===== src/pht_pkg.sv =====
// Shared constants, timing tables and helpers for the PIO host timing block
package pht_pkg;

    // ------------------------------------------------------------
    // Clock and widths
    // ------------------------------------------------------------
    localparam int CLK_NS = 40;
    localparam int DW = 16;
    localparam int CNT_W = 8;
    localparam logic [2:0] MODE_MAX = 3'h4;
    localparam logic [2:0] MODE_FLOW = 3'h3;

    // ------------------------------------------------------------
    // Timing figures in ns, indexed by PIO mode 0..4
    // ------------------------------------------------------------
    localparam int T0_REG_NS [5] = '{600, 383, 330, 180, 120};
    localparam int T0_DAT_NS [5] = '{600, 383, 240, 180, 120};
    localparam int T1_NS [5] = '{70, 50, 30, 30, 25};
    localparam int T2_REG_NS [5] = '{290, 290, 290, 80, 70};
    localparam int T2_DAT_NS [5] = '{165, 125, 100, 80, 70};
    localparam int T2I_NS [5] = '{0, 0, 0, 70, 25};
    localparam int TA_NS = 35;

    // ------------------------------------------------------------
    // Derived counts
    // ------------------------------------------------------------
    localparam int SYNC_STAGES = 3;
    localparam int TA_CYC = (TA_NS + CLK_NS - 1) / CLK_NS;
    // Synchroniser delay is added so the ready level seen is the one at tA
    localparam logic [CNT_W-1:0] SAMPLE_CYC = CNT_W'(TA_CYC + SYNC_STAGES);
    localparam logic [CNT_W-1:0] CNT_SAT = 8'hff;

    typedef struct packed {
        logic [CNT_W-1:0] setup;
        logic [CNT_W-1:0] act;
        logic [CNT_W-1:0] rec;
        logic [CNT_W-1:0] cyc;
    } pht_tim_t;

    // Least time: round up, never under one cycle
    function automatic logic [CNT_W-1:0] ns2cyc(input int ns);
        int c;
        c = (ns + CLK_NS - 1) / CLK_NS;
        if (c < 1) begin
            c = 1;
        end
        return CNT_W'(c);
    endfunction : ns2cyc

    function automatic pht_tim_t mode_tim(input logic [2:0] mode, input logic is_data);
        pht_tim_t t;
        int m;
        m = (mode > MODE_MAX) ? int'(MODE_MAX) : int'(mode);
        t.setup = ns2cyc(T1_NS[m]);
        t.act = ns2cyc(is_data ? T2_DAT_NS[m] : T2_REG_NS[m]);
        t.rec = ns2cyc(T2I_NS[m]);
        t.cyc = ns2cyc(is_data ? T0_DAT_NS[m] : T0_REG_NS[m]);
        return t;
    endfunction : mode_tim

endpackage : pht_pkg


===== src/pht_buf_if.sv =====
// Push and pop handshake bundle between the host timer and its read buffer
`timescale 1ns/1ps
interface pht_buf_if;
    import pht_pkg::*;
    logic in_valid;
    logic in_ready;
    logic [DW-1:0] in_data;
    logic out_valid;
    logic out_ready;
    logic [DW-1:0] out_data;

    modport fill (output in_valid, output in_data, input in_ready,
                  input out_valid, input out_data, output out_ready);
    modport buf_side (input in_valid, input in_data, output in_ready,
                      output out_valid, output out_data, input out_ready);
endinterface : pht_buf_if


===== src/pht_host.sv =====
// PIO host controller that times register and data cycles on the disk port
`timescale 1ns/1ps
module pht_host
    import pht_pkg::*;
(
    // Clock and reset
    input wire logic clk_sys,
    input wire logic rst,
    // Mode selection
    input wire logic [2:0] bus_mode,
    input wire logic [2:0] dev_mode,
    // Request port
    input wire logic req_valid,
    output logic req_ready,
    input wire logic req_write,
    input wire logic req_data,
    input wire logic [1:0] req_cs,
    input wire logic [2:0] req_addr,
    input wire logic [DW-1:0] req_wdata,
    // Read data port
    output logic rd_valid,
    input wire logic rd_ready,
    output logic [DW-1:0] rd_data,
    // Status
    output logic busy,
    // Disk port pins
    output logic [1:0] cs_n,
    output logic [2:0] da,
    output logic dior_n,
    output logic diow_n,
    input wire logic [DW-1:0] dd_in,
    output logic [DW-1:0] dd_out,
    output logic dd_oe,
    input wire logic iordy
);

    typedef enum logic [1:0] {
        ST_IDLE,
        ST_SETUP,
        ST_ACTIVE,
        ST_RECOV
    } pht_state_t;

    typedef struct packed {
        pht_state_t st;
        pht_tim_t tim;
        logic [CNT_W-1:0] cnt;
        logic [CNT_W-1:0] cyc;
        logic wr;
        logic [1:0] last_cs;
        logic [2:0] last_da;
        logic [2:0] sync;
        logic rdy;
        logic req_ready;
        logic busy;
        logic [1:0] cs_n;
        logic [2:0] da;
        logic dior_n;
        logic diow_n;
        logic [DW-1:0] dd_out;
        logic dd_oe;
    } pht_host_st_t;

    pht_host_st_t st_ff;
    pht_host_st_t nxt_st;
    logic accept;
    logic push;
    logic buf_full_next;
    logic [2:0] sel_mode;
    logic act_done;
    logic rec_done;

    // ------------------------------------------------------------
    // Phase counting
    // ------------------------------------------------------------
    // A limit is met once the count stands one short of it, since the phase
    // ends on the following edge. Limits are never zero, so lim - 1 cannot
    // wrap, and a count held at saturation through a long stall still passes.
    function automatic logic cnt_reached(input logic [CNT_W-1:0] cnt,
                                         input logic [CNT_W-1:0] lim);
        return cnt >= lim - 8'h01;
    endfunction : cnt_reached

    pht_buf_if bif ();

    pht_buf u_buf (
        .clk_sys (clk_sys),
        .rst (rst),
        .bus (bif.buf_side)
    );

    // ------------------------------------------------------------
    // Read buffer hookup
    // ------------------------------------------------------------
    assign bif.in_valid = push;
    assign bif.in_data = dd_in;
    assign bif.out_ready = rd_ready;
    assign rd_valid = bif.out_valid;
    assign rd_data = bif.out_data;

    // Space is checked before taking any request, so a read never finds it full
    assign buf_full_next = !bif.in_ready && !(bif.out_valid && rd_ready);
    assign accept = req_valid && st_ff.req_ready;

    // ------------------------------------------------------------
    // Mode choice and phase completion
    // ------------------------------------------------------------
    always_comb begin
        sel_mode = bus_mode;
        if (req_data && req_cs == st_ff.last_cs && req_addr == st_ff.last_da) begin
            sel_mode = dev_mode;
        end
    end

    // Strobe held for the active minimum and past the ready sample point;
    // a low ready level stalls it with no timeout
    assign act_done = cnt_reached(st_ff.cnt, st_ff.tim.act)
        && (st_ff.cnt >= SAMPLE_CYC)
        && st_ff.rdy;
    // Both the recovery minimum and the whole-cycle minimum must be met
    assign rec_done = cnt_reached(st_ff.cnt, st_ff.tim.rec)
        && cnt_reached(st_ff.cyc, st_ff.tim.cyc);
    assign push = (st_ff.st == ST_ACTIVE) && act_done && !st_ff.wr;

    // ------------------------------------------------------------
    // Next state
    // ------------------------------------------------------------
    always_comb begin
        nxt_st = st_ff;
        // Ready counts only once the last two stages agree
        nxt_st.sync = {st_ff.sync[1:0], iordy};
        if (st_ff.sync[1] == st_ff.sync[2]) begin
            nxt_st.rdy = st_ff.sync[2];
        end
        nxt_st.cnt = (st_ff.cnt == CNT_SAT) ? CNT_SAT : st_ff.cnt + 8'h01;
        nxt_st.cyc = (st_ff.cyc == CNT_SAT) ? CNT_SAT : st_ff.cyc + 8'h01;
        case (st_ff.st)
            ST_IDLE: begin
                if (accept) begin
                    nxt_st.st = ST_SETUP;
                    nxt_st.tim = mode_tim(sel_mode, req_data);
                    nxt_st.cnt = '0;
                    nxt_st.wr = req_write;
                    nxt_st.cs_n = ~req_cs;
                    nxt_st.da = req_addr;
                    nxt_st.last_cs = req_cs;
                    nxt_st.last_da = req_addr;
                    nxt_st.dd_out = req_wdata;
                    nxt_st.dd_oe = req_write;
                end
            end
            ST_SETUP: begin
                if (cnt_reached(st_ff.cnt, st_ff.tim.setup)) begin
                    nxt_st.st = ST_ACTIVE;
                    nxt_st.cnt = '0;
                    nxt_st.cyc = '0;
                    nxt_st.dior_n = st_ff.wr;
                    nxt_st.diow_n = !st_ff.wr;
                end
            end
            ST_ACTIVE: begin
                if (act_done) begin
                    nxt_st.st = ST_RECOV;
                    nxt_st.cnt = '0;
                    nxt_st.dior_n = 1'b1;
                    nxt_st.diow_n = 1'b1;
                end
            end
            ST_RECOV: begin
                // Address and write data stay put through recovery for hold time
                if (rec_done) begin
                    nxt_st.st = ST_IDLE;
                    nxt_st.dd_oe = 1'b0;
                end
            end
            default: begin
                nxt_st.st = ST_IDLE;
            end
        endcase
        nxt_st.busy = (nxt_st.st != ST_IDLE);
        nxt_st.req_ready = (nxt_st.st == ST_IDLE) && !accept && !buf_full_next;
    end

    always_ff @(posedge clk_sys) begin
        if (rst) begin
            st_ff <= '0;
            st_ff.st <= ST_IDLE;
            st_ff.cs_n <= 2'h3;
            st_ff.dior_n <= 1'b1;
            st_ff.diow_n <= 1'b1;
        end else begin
            st_ff <= nxt_st;
        end
    end

    // ------------------------------------------------------------
    // Registered outputs
    // ------------------------------------------------------------
    assign req_ready = st_ff.req_ready;
    assign busy = st_ff.busy;
    assign cs_n = st_ff.cs_n;
    assign da = st_ff.da;
    assign dior_n = st_ff.dior_n;
    assign diow_n = st_ff.diow_n;
    assign dd_out = st_ff.dd_out;
    assign dd_oe = st_ff.dd_oe;

endmodule : pht_host


===== src/pht_buf.sv =====
// Two-entry shift buffer for read words
`timescale 1ns/1ps
module pht_buf
    import pht_pkg::*;
(
    // Clock and reset
    input wire logic clk_sys,
    input wire logic rst,
    // Handshake bundle
    pht_buf_if.buf_side bus
);

    typedef struct packed {
        logic v0;
        logic v1;
        logic [DW-1:0] d0;
        logic [DW-1:0] d1;
    } pht_buf_st_t;

    pht_buf_st_t st_ff;
    pht_buf_st_t nxt_st;
    logic pop;
    logic push;

    assign pop = st_ff.v0 && bus.out_ready;
    assign push = bus.in_valid && !st_ff.v1;
    assign bus.in_ready = !st_ff.v1;
    assign bus.out_valid = st_ff.v0;
    assign bus.out_data = st_ff.d0;

    always_comb begin
        nxt_st = st_ff;
        if (pop) begin
            nxt_st.v0 = st_ff.v1;
            nxt_st.d0 = st_ff.d1;
            nxt_st.v1 = 1'b0;
        end
        if (push) begin
            if (!nxt_st.v0) begin
                nxt_st.v0 = 1'b1;
                nxt_st.d0 = bus.in_data;
            end else begin
                nxt_st.v1 = 1'b1;
                nxt_st.d1 = bus.in_data;
            end
        end
    end

    always_ff @(posedge clk_sys) begin
        if (rst) begin
            st_ff <= '0;
        end else begin
            st_ff <= nxt_st;
        end
    end

endmodule : pht_buf


===== config.mk =====
export PLATFORM = sky130hd
export DESIGN_NAME = pht_host
export DESIGN_NICKNAME = d
export VERILOG_FILES = /design/src/pht_pkg.sv /design/src/pht_buf_if.sv /design/src/pht_host.sv /design/src/pht_buf.sv
export SDC_FILE = /design/constraint.sdc
export NUM_CORES = 1
export LEC_CHECK = 0
export BUFFER_PORTS_ARGS = -buffer_cell sky130_fd_sc_hd__buf_2
export CORE_MARGIN = 1.5
export CORE_UTILIZATION = 49
export DETAILED_ROUTE_END_ITERATION = 10
export GPL_TIMING_DRIVEN = 0
export PLACE_DENSITY = 0.7
export SLEW_MARGIN = 5
export SYNTH_ARGS = -nofsm -noshare
export SYNTH_HDL_FRONTEND = slang
export SYNTH_HIERARCHICAL = 1
export SYNTH_SLANG_ARGS = --single-unit

===== constraint.sdc =====
create_clock -name clk_sys -period 7.9 [get_ports clk_sys]
set_input_delay 1.58 -clock clk_sys [delete_from_list [all_inputs] [get_ports clk_sys]]
set_output_delay 1.58 -clock clk_sys [all_outputs]
set_load 0.02 [all_outputs]

---- After elaboration in Yosys (flattened, before gate mapping) ----
Memories as Yosys holds them, arrays and structs flattened.
Cells that the tools add are included.
cells by class
  bitwise gates (word level) .............. 2
  divide/modulo/power cells ............... 4
  reductions and logical operators ........ 27
  add/subtract/negate cells ............... 14
  order comparisons ....................... 11
  multiplexer cells ....................... 42
  equality and inequality tests ........... 12
operators by type and width
  cell                     count
  $mux W32                 14
  $add A32 B7 Y32 const B  4
  $div A32 B7 Y32 const B  4
  $lt A32 B2 Y1 const B    4
  $sub A32 B2 Y32 const B  4
  $mux W8                  8
  $mux W16                 3
  $mux W42                 1
  $mux W34                 1
  $ge A32 B4 Y1 const B    1
  $ge A8 B8 Y1             4
  $not A3 Y32              1
  $sub A8 B1 Y8 const B    4
  $pmux W8 S3              1
  $mux W18                 1
  $add A8 B1 Y8 const B    2
  $eq A8 B8 Y1 const B     2
  $logic_and A1 B1 Y1      13
  $mux W2                  5
  $ge A8 B3 Y1 const B     1
  $ne A2 B2 Y1 const B     4
  $pmux W2 S4              1
  $mux W3                  2
  $reduce_and A3 Y1        2
  other kinds (14)         25
word-level totals
  flip-flop bits (word level) ............. 117
  memories ................................ 6
  input port bits ......................... 50
  bits in read-only memories .............. 1,536
memories
  name             depth  width  rd ports  clocked after Yosys merged registers in  write ports  RTL line       source
  (no name shown)  8      32     1         0                                        0            pht_pkg.sv:57  t.cyc = ns2cyc(is_data ? T0_DAT_NS[m] : T0_REG_NS[m]);
  (no name shown)  8      32     1         0                                        0            pht_pkg.sv:57
  (no name shown)  8      32     1         0                                        0            pht_pkg.sv:56  t.rec = ns2cyc(T2I_NS[m]);
  (no name shown)  8      32     1         0                                        0            pht_pkg.sv:55  t.act = ns2cyc(is_data ? T2_DAT_NS[m] : T2_REG_NS[m]);
  (no name shown)  8      32     1         0                                        0            pht_pkg.sv:55
  (no name shown)  8      32     1         0                                        0            pht_pkg.sv:54  t.setup = ns2cyc(T1_NS[m]);

---- Logic depth before layout (Yosys ltp) ----
Gate-level depths: netlist of the first run.
  depth in word-level cells ............... 21
  gate-level depth with buffers ........... 22
  depth with buffers taken out ............ 20

---- Hierarchy ----
The synthesis of the first run kept the hierarchy.
by module, submodules not included
  module    area each (µm²)  times used  cells an instance
  pht_host  4,884.7          1           612
  pht_buf   1,570.3          1           192

---- Worst setup path after synthesis of the first run ----
OpenSTA, ideal clock, no wires.
  kind .................................... input port to flip-flop
  start point ............................. in req_addr[1]
  end point ............................... reg st_ff[52] in the netlist's numbering
  buffers on the path ..................... 1
  data required time ...................... 7.767 ns
  cell stages on the path ................. 21
  arrival time ............................ 5.900 ns
  setup slack ............................. 1.867 ns
  path through ............................ xnor2_1 > nand4_2 > o21ai_2 > a21boi_2 > clkbuf_1 > nand2_1 > ha_1 > nor2b_1 > a21oi_1 > nand2b_1 > ha_1 > o41a_1 > nand2_1 > a21oi_2 > mux2i_1 > mux2_2 > a22o_1 > nor3_1 > o21ai_1 > a2111oi_4 > a221oi_2
on the way
  longest elaborated chain between the ends .. 15
ends and longest elaborated chain
  item                                         RTL line         source
  start, declared                              pht_host.sv:18   input wire logic [2:0] req_addr,
  $eq A3 B3 Y1 (*)                             pht_host.sv:110  if (req_data && req_cs == st_ff.last_cs && req_addr == st_ff.last_da) begin
  $logic_and A1 B1 Y1 (*)                      pht_host.sv:110
  $mux W3 (*)                                  pht_host.sv:110
  $gt A3 B3 Y1                                 pht_pkg.sv:53    m = (mode > MODE_MAX) ? int'(MODE_MAX) : int'(mode);
  $mux W3 (*)                                  pht_pkg.sv:53
  $not A3 Y32 (not written as such) (*)        pht_pkg.sv:57
  $mem_v2 Z8 W32                               -
  $mux W32 (not written as such) (2 in a row)  pht_pkg.sv:57
  $mux W32 (*)                                 pht_pkg.sv:57
  $add A32 B7 Y32 (*)                          pht_pkg.sv:43    c = (ns + CLK_NS - 1) / CLK_NS;
  $sub A32 B2 Y32 (*)                          pht_pkg.sv:43
  $div A32 B7 Y32 (*)                          pht_pkg.sv:43
  $lt A32 B2 Y1                                pht_pkg.sv:44    if (c < 1) begin
  $mux W8 (*)                                  pht_pkg.sv:44
  end signal, assigned                         pht_host.sv:192  st_ff <= nxt_st;
  end, declared                                pht_host.sv:64   pht_host_st_t st_ff;
Mark *: on every way between the ends. The rest lies on a longest branch, timed or not. The select of a mux whose other input is x is not followed.
A chain may end at the register's enable or synchronous reset.

---- Worst setup path after layout of the first run ----
  start point ............................. in req_addr[0]
  end point ............................... reg st_ff[52] in the netlist's numbering
The elaborated chain is that of the path after synthesis.

==> impl_metrics.yaml, run 1 <==
timing:
  finalSetupTns_ns: 0
  setup_violations: 0
  period_share_pct: 85.13
  slew_viol_final: 0
  fin_skew_ns: 0.01110
  rsz0062_at_grt: "false"
  slew_headroom_pct: 18.46
  worst_pin_slew_ns: 1.214
  finalCriticalPeriod_ns: 6.725
  finalHoldViolCount: 0
  max_freq_mhz: 148.7
clock_network:
  cts.sinks: 102
  numCtsBuffers: 9
  cts_resized: 0
  htreeDepth: 3
  cts.clk_slew.worst_paths_ns: 0.07
  cts_tree: "done"
  clockBufferDepth: 2
  root_buffer: "clkbuf_16"
  holdBufCountCts: 0
  clk_latency_ns: 0.35
  cts_setup_buffers: 0
drt:
  drc_errors: 0
  drt_iter0_markers: 394
  wl_per_cell_um: 13.82
  via_count: 5773
  vias_per_cell: 5.335
  ant_nets: 0
  dr.pass1.iters: 5
  wl_um: 14950
synth:
  muxShareOfSynthArea_pct: 2.016
  synth-seq-area-share_pct: 31.63
  synth_flop_cell: "dfxtp_1"
  synth-compound-area-share_pct: 22.02
  synth_xor_area_share_pct: 3.915
  synth_adder_area_share_pct: 9.459
  synthTopCellsByArea: "dfxtp_1 (32%), ha_1 (9.3%), nand2_1 (8.7%)"
  netlist_instances: 804
  ys_ff_latch: 102
  synth_fp_nets: 902
  avgSynthCellArea_sq_um: 8.029
  synth_top_area_share_pct: 31.63
  netlist_area_sq_um: 6455
  synth_edf_count: 0
  synth_cell_types: 73
  synth_simple_gate_area_share_pct: 21.63
  synth_area_leader_cell: "dfxtp_1"
  yosysWarnings: 6
  synth_top_family_by_area: "compound AO/OA/AOI/OAI gates"
  async_flop_share_pct: 0
placement:
  port-buffer-count: 90
  gp_congestion: 0.9288
  dp_hpwl_um: 11210
floorplan:
  start_util_pct: 50.74
  dieArea_sq_um: 13870
  rows: 41
  core-area_sq_um: 12720
  chipHeight_um: 117.8
  io_pins: 93
  die_width_um: 117.8
worst_setup_path:
  cp.depth: 22
  path_cells: "buf_2 > xnor2_1 > nand4_2 > o21ai_2 > a21boi_2 > clkbuf_1 > nand2_1 > ha_1 > nor2b_1 > a21oi_1 > nand2b_1 > ha_1 > o41a_1 > nand2_1 > a21oi_2 > mux2i_1 > mux2_2 > a22o_1 > nor3_1 > o21ai_1 > a2111oi_4 > a221oi_2"
  endpoint_kind: "flip-flop"
  crit_start: "req_addr[0]"
  cpMaxStageDelayCell: "mux2i_1"
  reg2reg_depth: 21
  crit_family: "compound AO/OA/AOI/OAI gates"
  required_ns: 8.12
  reg2reg_slack_ns: 2.15
  endpoint: "st_ff[52]$_SDFFE_PP0P_"
  cp_num_buf_inv: 2
  path_max_fanout: 10
  critPathKind: "input port to flip-flop"
  r2r_start: "da[2]$_SDFFE_PP0P_"
  r2r_end: "st_ff[52]$_SDFFE_PP0P_"
  arrival_ns: 6.95
  crit_path_max_incr_delay_ns: 0.54
  worstSetupStartpointType: "input port"
power_and_ir_drop:
  seqPwrFrac_pct: 44.3
  intPower_mw: 0.8534
  combPwrFrac_pct: 20.5
  cellPowerDensity_nw_per_um2: 164.5
  ir_worst_vdd_mv: 0.1300
  switchingPower_mw: 0.3648
  power.leakage_nw: 3.367
  power_frac_clock_pct: 35.1
  swShare_pct: 29.95
global_routing:
  grt_antenna_before_repair: 0
  grt_pass1_vias: 5390
  grt_pass1_wl_um: 25540
  grt_max_degree: 19
  grt_remaining_overflow: 0
  gr-usage-all-layers_pct: 22.04
finish:
  utilization_pct: 58.19
  drive_gt1_share_pct: 20.88
  layout.area.seq_sq_um: 2042
  n_antenna_cell: 0
  syn2layout_area_growth_pct: 14.69
  fin_nets: 1003
  fillers: 1228
  multi_input_area_sq_um: 3811
min_path:
  min_path_type: "flip-flop to flip-flop"
run:
  maxCapViolations: 0
run_status:
  outcome: "completed"
-- layout by cell type (no fill, tap or decap), types with 4 or more instances in the layout --
| master | count |
|---|---|
| a311oi_1 | 6 |
| clkbuf_1 | 27 |
| a311oi_2 | 10 |
| and2_1 | 9 |
| nor2b_1 | 9 |
| a21o_1 | 27 |
| o21ai_1 | 7 |
| buf_4 | 38 |
| ha_1 | 48 |
| o31ai_1 | 4 |
| mux2_2 | 4 |
| xor2_1 | 10 |
| o211ai_1 | 5 |
| nand2b_1 | 14 |
| clkbuf_16 | 9 |
| nor3_1 | 38 |
| nand2_1 | 150 |
| dfxtp_1 | 102 |
| xnor2_1 | 17 |
| a211oi_1 | 10 |
| buf_2 | 100 |
| nand3_1 | 15 |
| and3_1 | 8 |
| a21oi_1 | 78 |
| o21ai_0 | 15 |
| nor2_1 | 39 |
| mux2i_1 | 4 |
| inv_1 | 33 |
-- stage by stage --
stage                     area, sq um  worst slack [ns]  total power [mW]  cells  hold WS (ns)
final                            7403             1.175             1.218   1082        0.4430
after global routing             7403            0.8320             1.280   1082        0.4723
after CTS                        7403             1.223             1.229   1082        0.4494
after detailed placement         7121            0.8859            0.7997   1066        0.4321
after global placement           7121            0.9031            0.7978   1066        0.4213
after floorplan                  6455             1.867            0.7351    804        0.4138
-- worst reg2reg max path, stage by stage, from the launching register on --
cell and delay, ns:
dfxtp_1 0.37, xnor2_2 0.25, nand2_1 0.17, o21ai_2 0.22, a21boi_2 0.39, clkbuf_1 0.41, nand2_1 0.17, ha_1 0.34
nor2b_1 0.17, a21oi_1 0.17, nand2b_1 0.22, ha_1 0.23, o41a_1 0.18, nand2_1 0.12, a21oi_2 0.21, mux2i_1 0.54
mux2_2 0.40, a22o_1 0.30, nor3_1 0.23, o21ai_1 0.12, a2111oi_4 0.31, a221oi_2 0.08
-- power by group through the flow --
stage | logic, mW | clock network (mW) | registers [mW]
finish | 0.250 | 0.428 | 0.540
floorplan | 0.184 | 0 | 0.551
global placement | 0.246 | 0 | 0.552
detailed placement | 0.247 | 0 | 0.552
CTS | 0.249 | 0.439 | 0.540
global route | 0.280 | 0.459 | 0.542
-- layer usage --
metal	routed length [um]	GRT usage, %	up-vias	part of all wire (%)
met3	761	4.457	17	5.1
li1	-	-	2969	-
met5	0	0	-	0
met2	7083	36.37	139	47
met4	169	5.640	0	1.1
met1	6940	29.44	2648	46
-- how the worst min path moves through the flow --
stage                                       from                endpoint  depth (start not counted)
after floorplan            nxt_st[28]$_SDFF_PP0_   nxt_st[29]$_SDFF_PP0_                          1
after global placement     nxt_st[28]$_SDFF_PP0_   nxt_st[29]$_SDFF_PP0_                          1
after detailed placement   nxt_st[28]$_SDFF_PP0_   nxt_st[29]$_SDFF_PP0_                          1
after CTS                  nxt_st[28]$_SDFF_PP0_   nxt_st[29]$_SDFF_PP0_                          1
after global routing      st_ff[61]$_SDFFE_PP0P_  st_ff[61]$_SDFFE_PP0P_                          2
final                      nxt_st[28]$_SDFF_PP0_   nxt_st[29]$_SDFF_PP0_                          1
-- sequential cells by signal (all words and copies together), names as in the netlist --
register	count
da	3
st_ff	40
u_buf/bus.out_data	16
nxt_st	2
cs_n	2
busy	1
req_ready	1
dd_out	16
diow_n	1
u_buf/bus.out_valid	1
u_buf/st_ff	17
dd_oe	1
dior_n	1
-- final cells by class --
type,count,share of cell area (%)
clock buffers,10,3.093
clock inverters,6,0.7267
well taps,172,2.907
plain buffers,79,6.405
inverters,34,1.724
flip-flops and latches,102,27.58
multi-input cells,589,51.48
repair buffers,90,6.084
-- cells in the mapped netlist (4+ instances only) --
| cell type | n |
|---|---|
| o21ai_1 | 7 |
| nor3_1 | 38 |
| nor2b_1 | 9 |
| nand3_1 | 15 |
| mux2_2 | 4 |
| nand2_1 | 150 |
| ha_1 | 48 |
| xnor2_1 | 17 |
| nand2b_1 | 14 |
| o31ai_1 | 4 |
| mux2i_1 | 4 |
| and2_1 | 9 |
| a211oi_1 | 10 |
| and3_1 | 8 |
| inv_1 | 33 |
| o21ai_0 | 15 |
| buf_4 | 38 |
| a21oi_1 | 78 |
| clkbuf_1 | 26 |
| buf_2 | 10 |
| nor2_1 | 39 |
| a311oi_1 | 6 |
| o211ai_1 | 5 |
| a311oi_2 | 10 |
| xor2_1 | 10 |
| a21o_1 | 27 |
| dfxtp_1 | 102 |
-- cell families after synthesis --
| logic type | after synthesis |
|---|---|
| AO/OA/AOI/OAI | 198 |
| XOR/XNOR | 28 |
| adder cells (fa/ha/maj) | 49 |
| buffers and inverters | 113 |
| flip-flops | 102 |
| multiplexers | 10 |
| AND/OR/NAND/NOR | 304 |
Note: power is estimated with default switching activity, not from simulation.
==> inputs of run 2 (changes only) <==
--- a/config.mk
+++ b/config.mk
@@ -6,7 +6,6 @@
 export NUM_CORES = 1
 export LEC_CHECK = 0
 export BUFFER_PORTS_ARGS = -buffer_cell sky130_fd_sc_hd__buf_2
-export CORE_MARGIN = 1.5
 export CORE_UTILIZATION = 49
 export DETAILED_ROUTE_END_ITERATION = 10
 export GPL_TIMING_DRIVEN = 0
@@ -14,5 +13,4 @@
 export SLEW_MARGIN = 5
 export SYNTH_ARGS = -nofsm -noshare
 export SYNTH_HDL_FRONTEND = slang
-export SYNTH_HIERARCHICAL = 1
 export SYNTH_SLANG_ARGS = --single-unit
==> run 2 against run 1 <==
Against the previous run: area after synthesis is 0.47% lower; cell area decreased by 0.29%; worst setup slack got worse by 0.17 ns; cell count fell by 0.83%; core utilization is 0.17 points lower; non-clock buffer count down 4; first-iteration DRC count is 34% lower; synthesized cell count is 1.1% lower; sequential power up 0.7%; largest cell class unchanged; largest power group unchanged; highest routed layer unchanged.
==> impl_metrics.yaml, run 2 <==
run_status:
  outcome: "completed"
floorplan:
  core-area_sq_um: 12720
  io_pins: 93
  chipHeight_um: 116.5
  rows: 41
  start_util_pct: 50.50
  die_width_um: 116.5
  dieArea_sq_um: 13570
power_and_ir_drop:
  intPower_mw: 0.8635
  seqPwrFrac_pct: 43.5
  power.leakage_nw: 3.511
  power_frac_clock_pct: 34.7
  total_power_mw: 1.249
  combPwrFrac_pct: 21.7
  ir_worst_vdd_mv: 0.1008
  switchingPower_mw: 0.3852
  cellPowerDensity_nw_per_um2: 169.2
  swShare_pct: 30.85
synth:
  ys_ff_latch: 102
  ys_top_cells_by_count: "dfxtp_1 (102), nand2_1 (101), nor2_1 (69), a21oi_1 (63), ha_1 (48)"
  synth_fp_nets: 893
  yosysWarnings: 0
  synth_flop_cell: "dfxtp_1"
  synth_area_leader_cell: "dfxtp_1"
  netlist_instances: 795
  async_flop_share_pct: 0
  synth_cell_types: 81
  synthTopCellsByArea: "dfxtp_1 (32%), ha_1 (9.3%), nand2_1 (5.9%)"
  netlist_area_sq_um: 6425
  yosysMostFrequentCell: "dfxtp_1"
  synth-seq-area-share_pct: 31.78
  synth_top_area_share_pct: 31.78
  avgSynthCellArea_sq_um: 8.082
  synth_edf_count: 0
worst_setup_path:
  r2r_start: "da[2]$_SDFFE_PP0P_"
  crit_path_max_incr_delay_ns: 0.56
  crit_start: "req_addr[2]"
  endpoint_kind: "flip-flop"
  worstSetupStartpointType: "input port"
  critPathKind: "input port to flip-flop"
  cp_num_buf_inv: 3
  cpMaxStageDelayCell: "o21ai_0"
  crit_family: "compound AO/OA/AOI/OAI gates"
  path_max_fanout: 10
  required_ns: 8.18
  arrival_ns: 7.17
  path_cells: "buf_2 > xnor2_1 > nand4_1 > o21ai_0 > and2_1 > clkbuf_1 > clkbuf_8 > nand2b_1 > ha_1 > and2b_2 > nand2b_1 > nand3_1 > ha_1 > nand2_1 > or3_4 > a21o_1 > a21oi_1 > nand3_1 > a31oi_1 > nor2_1 > o311ai_1 > o21ai_0 > o211ai_2"
timing:
  rsz0062_at_grt: "false"
  period_share_pct: 87.22
  finalHoldViolCount: 0
  setup_violations: 0
  finalCriticalPeriod_ns: 6.890
  slew_viol_final: 0
  finalSetupTns_ns: 0
  worst_slack_ns: 1.010
  whs_ns: 0.4529
  fin_skew_ns: 0.008290
  worst_pin_slew_ns: 0.8390
  slew_headroom_pct: 43.64
  max_freq_mhz: 145.1
finish:
  final_common_cell: "dfxtp_1"
  n_antenna_cell: 0
  stdcell_count: 1073
  utilization_pct: 58.03
  top_regs: "st_ff (40), u_buf.st_ff (17)"
  drive_gt1_share_pct: 20.09
  largest_reg_flops: 40
  syn2layout_area_growth_pct: 14.90
  regMostFlops: "st_ff"
  finish.instance_area_sq_um: 7382
  fin_nets: 994
  final_cell_mix: "dfxtp_1 (102), nand2_1 (101), buf_2 (93), nor2_1 (69), a21oi_1 (63)"
global_routing:
  grt_pass1_wl_um: 25650
  grt_max_degree: 20
  grt_antenna_before_repair: 0
  grt_pass1_vias: 5311
  grt_remaining_overflow: 0
  gr-usage-all-layers_pct: 24.18
clock_network:
  htreeDepth: 3
  cts_setup_buffers: 0
  clk_latency_ns: 0.35
  cts.sinks: 102
  numCtsBuffers: 9
  cts.clk_slew.worst_paths_ns: 0.07
  holdBufCountCts: 0
  cts_resized: 0
  root_buffer: "clkbuf_16"
  clockBufferDepth: 2
  cts_tree: "done"
placement:
  place_area_sq_um: 7091
  gp_congestion: 0.9062
  dp_slack_ns: 0.7394
  port-buffer-count: 90
  dp_hpwl_um: 11870
  post-place-cells: 1057
drt:
  wl_um: 15780
  drc_errors: 0
  vias_per_cell: 5.411
  dr.pass1.iters: 5
  via_count: 5806
  wl_per_cell_um: 14.71
  drt_iter0_markers: 259
  ant_nets: 0
min_path:
  min_path_type: "flip-flop to flip-flop"
  min_from: "dd_out[4]$_SDFFE_PP0P_"
run:
  maxCapViolations: 0
run 2: cell types whose count changed in the layout (fill, tap and decap cells not counted), moves of 7 or more:
cell	previous run	this run
nand2_1	150	101
nor2_1	39	69
nand3_1	15	42
a21oi_1	78	63
mux2i_1	4	19
nor3_1	38	24
a311oi_1	6	17
a311oi_2	10	0
a31oi_1	0	8
buf_2	100	93
inv_1	33	26
run 2: kinds of logic (layout without fill, tap and decap cells):
kind of cell	after synthesis	count (layout)	share of synthesized area (%)
compound gates	181	181	19.03
xor+xnor	23	23	3.135
fa+ha+maj	49	49	9.523
buf+inv	101	207	8.841
flops	102	102	31.78
mux	21	21	3.486
simple gates	318	318	24.21
run 2: path summary, 6_finish.rpt:
check,endpoint,slack [ns],cells after the start
max,st_ff[52]$_SDFFE_PP0P_,1.01,23
min,dd_out[4]$_SDFFE_PP0P_,0.45,2
min reg2reg,dd_out[4]$_SDFFE_PP0P_,0.45,2
max reg2reg,st_ff[52]$_SDFFE_PP0P_,2.00,22
run 2: cell type report:
type / count / area, sq um
Clock buffer: 9 / 225.2
Clock inverter: 7 / 66.31
Inverter: 26 / 97.59
Tap cell: 172 / 215.2
Buffer: 75 / 470.5
Sequential cell: 102 / 2042
Multi-Input combinational cell: 592 / 3815
Timing Repair Buffer: 90 / 450.4
Fill cell: 1223 / 5340
run 2: layer usage:
metal  vias up  GRT usage (%)  share of wire [%]
met5         -              0                  0
met4         0          7.436                1.4
met3        18          3.477                3.8
met2       147          39.80                 47
met1      2657          32.67                 48
li1       2984              -                  -
run 2: tightest hold or removal path, stage by stage, from the launching register on:
cell,delay (ns)
dfxtp_1,0.31
nand2_1,0.05
a21oi_1,0.05
run 2: power groups by stage:
stage / clock network, mW / registers (mW) / logic, mW
CTS: 0.442 / 0.543 / 0.271
global route: 0.461 / 0.546 / 0.304
detailed placement: 0 / 0.555 / 0.269
floorplan: 0 / 0.554 / 0.197
finish: 0.434 / 0.544 / 0.271
global placement: 0 / 0.555 / 0.265
==> inputs of run 3 (changes only) <==
--- a/config.mk
+++ b/config.mk
@@ -6,11 +6,10 @@
 export NUM_CORES = 1
 export LEC_CHECK = 0
 export BUFFER_PORTS_ARGS = -buffer_cell sky130_fd_sc_hd__buf_2
-export CORE_UTILIZATION = 49
+export CORE_UTILIZATION = 50
 export DETAILED_ROUTE_END_ITERATION = 10
 export GPL_TIMING_DRIVEN = 0
-export PLACE_DENSITY = 0.7
-export SLEW_MARGIN = 5
+export PLACE_DENSITY = 0.71
 export SYNTH_ARGS = -nofsm -noshare
 export SYNTH_HDL_FRONTEND = slang
 export SYNTH_SLANG_ARGS = --single-unit
==> run 3 against run 2 <==
Against the previous run: combinational power is essentially flat; flip-flop and latch count is the same; clock-buffer cell count is the same; sequential share of layout area shrank 0.051 points; via count grew 0.19%; critical path type unchanged; cell area grew 0.19%; maximum frequency grew 1.6%; wire length shrank 0.98%; non-clock buffer count is the same; global-route usage is essentially flat; core utilization grew 0.82 points.
==> impl_metrics.yaml, run 3 (synthesis results as in run 2) <==
run_status:
  outcome: "completed"
clock_network:
  cts.clk_slew.worst_paths_ns: 0.07
  cts_setup_buffers: 0
  numCtsBuffers: 9
  holdBufCountCts: 0
  cts_tree: "done"
  htreeDepth: 3
  cts_resized: 0
  clk_latency_ns: 0.35
  cts.sinks: 102
  root_buffer: "clkbuf_16"
  clockBufferDepth: 2
drt:
  drt_iter0_markers: 273
  wl_per_cell_um: 14.57
  drc_errors: 0
  ant_nets: 0
  via_count: 5817
  vias_per_cell: 5.421
  dr.pass1.iters: 4
  wl_um: 15630
worst_setup_path:
  path_max_fanout: 10
  reg2reg_depth: 22
  r2r_start: "da[2]$_SDFFE_PP0P_"
  required_ns: 8.12
  endpoint_kind: "flip-flop"
  critPathKind: "input port to flip-flop"
  reg2reg_slack_ns: 2.10
  worstSetupStartpointType: "input port"
  arrival_ns: 7.00
  r2r_end: "st_ff[53]$_SDFFE_PP0P_"
global_routing:
  grt_pass1_vias: 5250
  grt_max_degree: 19
  grt_pass1_wl_um: 25420
  gr-usage-all-layers_pct: 24.23
  grt_remaining_overflow: 0
  grt_antenna_before_repair: 0
placement:
  port-buffer-count: 90
  gp_congestion: 0.8641
  dp_hpwl_um: 11710
floorplan:
  core-area_sq_um: 12570
  chipHeight_um: 115.4
  start_util_pct: 51.12
  io_pins: 93
  rows: 41
  dieArea_sq_um: 13310
  die_width_um: 115.4
finish:
  largest_reg_flops: 40
  final_cell_mix: "dfxtp_1 (102), nand2_1 (101), buf_2 (93), nor2_1 (69), a21oi_1 (63)"
  fillers: 1195
  top_regs: "st_ff (40), u_buf.st_ff (17)"
  final_common_cell: "dfxtp_1"
  n_antenna_cell: 0
  syn2layout_area_growth_pct: 15.11
  drive_gt1_share_pct: 20.09
  fin_nets: 994
  regMostFlops: "st_ff"
power_and_ir_drop:
  total_power_mw: 1.267
  power.leakage_nw: 3.516
  ir_worst_vdd_mv: 0.1531
  cellPowerDensity_nw_per_um2: 171.3
timing:
  setup_violations: 0
  slew_viol_final: 0
  finalHoldViolCount: 0
  fin_skew_ns: 0.01026
  rsz0062_at_grt: "false"
  whs_ns: 0.4527
  slew_headroom_pct: 42.75
  period_share_pct: 85.81
  max_freq_mhz: 147.5
  worst_pin_slew_ns: 0.8522
  finalSetupTns_ns: 0
  finalCriticalPeriod_ns: 6.779
min_path:
  hold_path_depth: 1
  min_to: "nxt_st[29]$_SDFF_PP0_"
  min_path_type: "flip-flop to flip-flop"
  min_from: "nxt_st[28]$_SDFF_PP0_"
run:
  maxCapViolations: 0
-- run 3: through the flow --
step	utilization (%)	cells	instance area (sq um)	setup slack (ns)
global route	58.85	1073	7396	0.5039
floorplan	-	795	6425	1.912
detailed placement	56.42	1057	7091	0.8323
finish	58.85	1073	7396	1.121
CTS	58.85	1073	7396	1.173
global placement	56.42	1057	7091	0.8454
-- run 3: power breakdown --
part | total (mW) | switching, mW | internal (mW)
clock | 0.454 | 0.204 | 0.250
sequential | 0.544 | 0.0138 | 0.530
combinational | 0.270 | 0.158 | 0.111
-- run 3: per-layer routing --
metal | GRT usage (%) | vias up | wire length (um)
li1 | - | 2977 | -
met1 | 32.68 | 2706 | 7548
met2 | 39.80 | 119 | 7272
met3 | 3.901 | 15 | 613
met4 | 6.926 | 0 | 196
met5 | 0 | - | 0
-- run 3: area by class of cell --
cell class	count	area (sq um)	area share, %
clock buffers	9	225.2	3.045
well taps	172	215.2	2.910
repair buffers	90	450.4	6.090
plain buffers	75	470.5	6.361
multi-input cells	592	3815	51.58
flip-flops and latches	102	2042	27.61
inverters	26	97.59	1.320
clock inverters	7	80.08	1.083
-- run 3: worst max path at each step --
stage	from	endpoint	slack, ns
2_1_floorplan	req_addr[2]	st_ff[52]$_SDFFE_PP0P_	1.91
3_3_place_gp	req_addr[2]	st_ff[53]$_SDFFE_PP0P_	0.85
3_5_place_dp	req_addr[2]	st_ff[53]$_SDFFE_PP0P_	0.83
4_1_cts	req_addr[2]	st_ff[53]$_SDFFE_PP0P_	1.17
5_1_grt	req_addr[2]	st_ff[53]$_SDFFE_PP0P_	0.50
6_report	req_addr[2]	st_ff[53]$_SDFFE_PP0P_	1.12
-- run 3: worst max-delay path, stage by stage --
cell      delay, ns
buf_2          0.11
xnor2_1        0.29
nand4_1        0.40
o21ai_0        0.56
and2_1         0.19
clkbuf_1       0.27
clkbuf_8       0.23
nand2b_1       0.11
ha_1           0.30
and2b_2        0.21
nand2b_1       0.17
nand3_1        0.14
ha_1           0.18
nand2_1        0.06
or3_4          0.37
a21o_1         0.21
a21oi_1        0.39
nand3_1        0.13
a31oi_1        0.29
nor2_1         0.14
o311ai_1       0.43
o31a_1         0.20
nor2_1         0.04
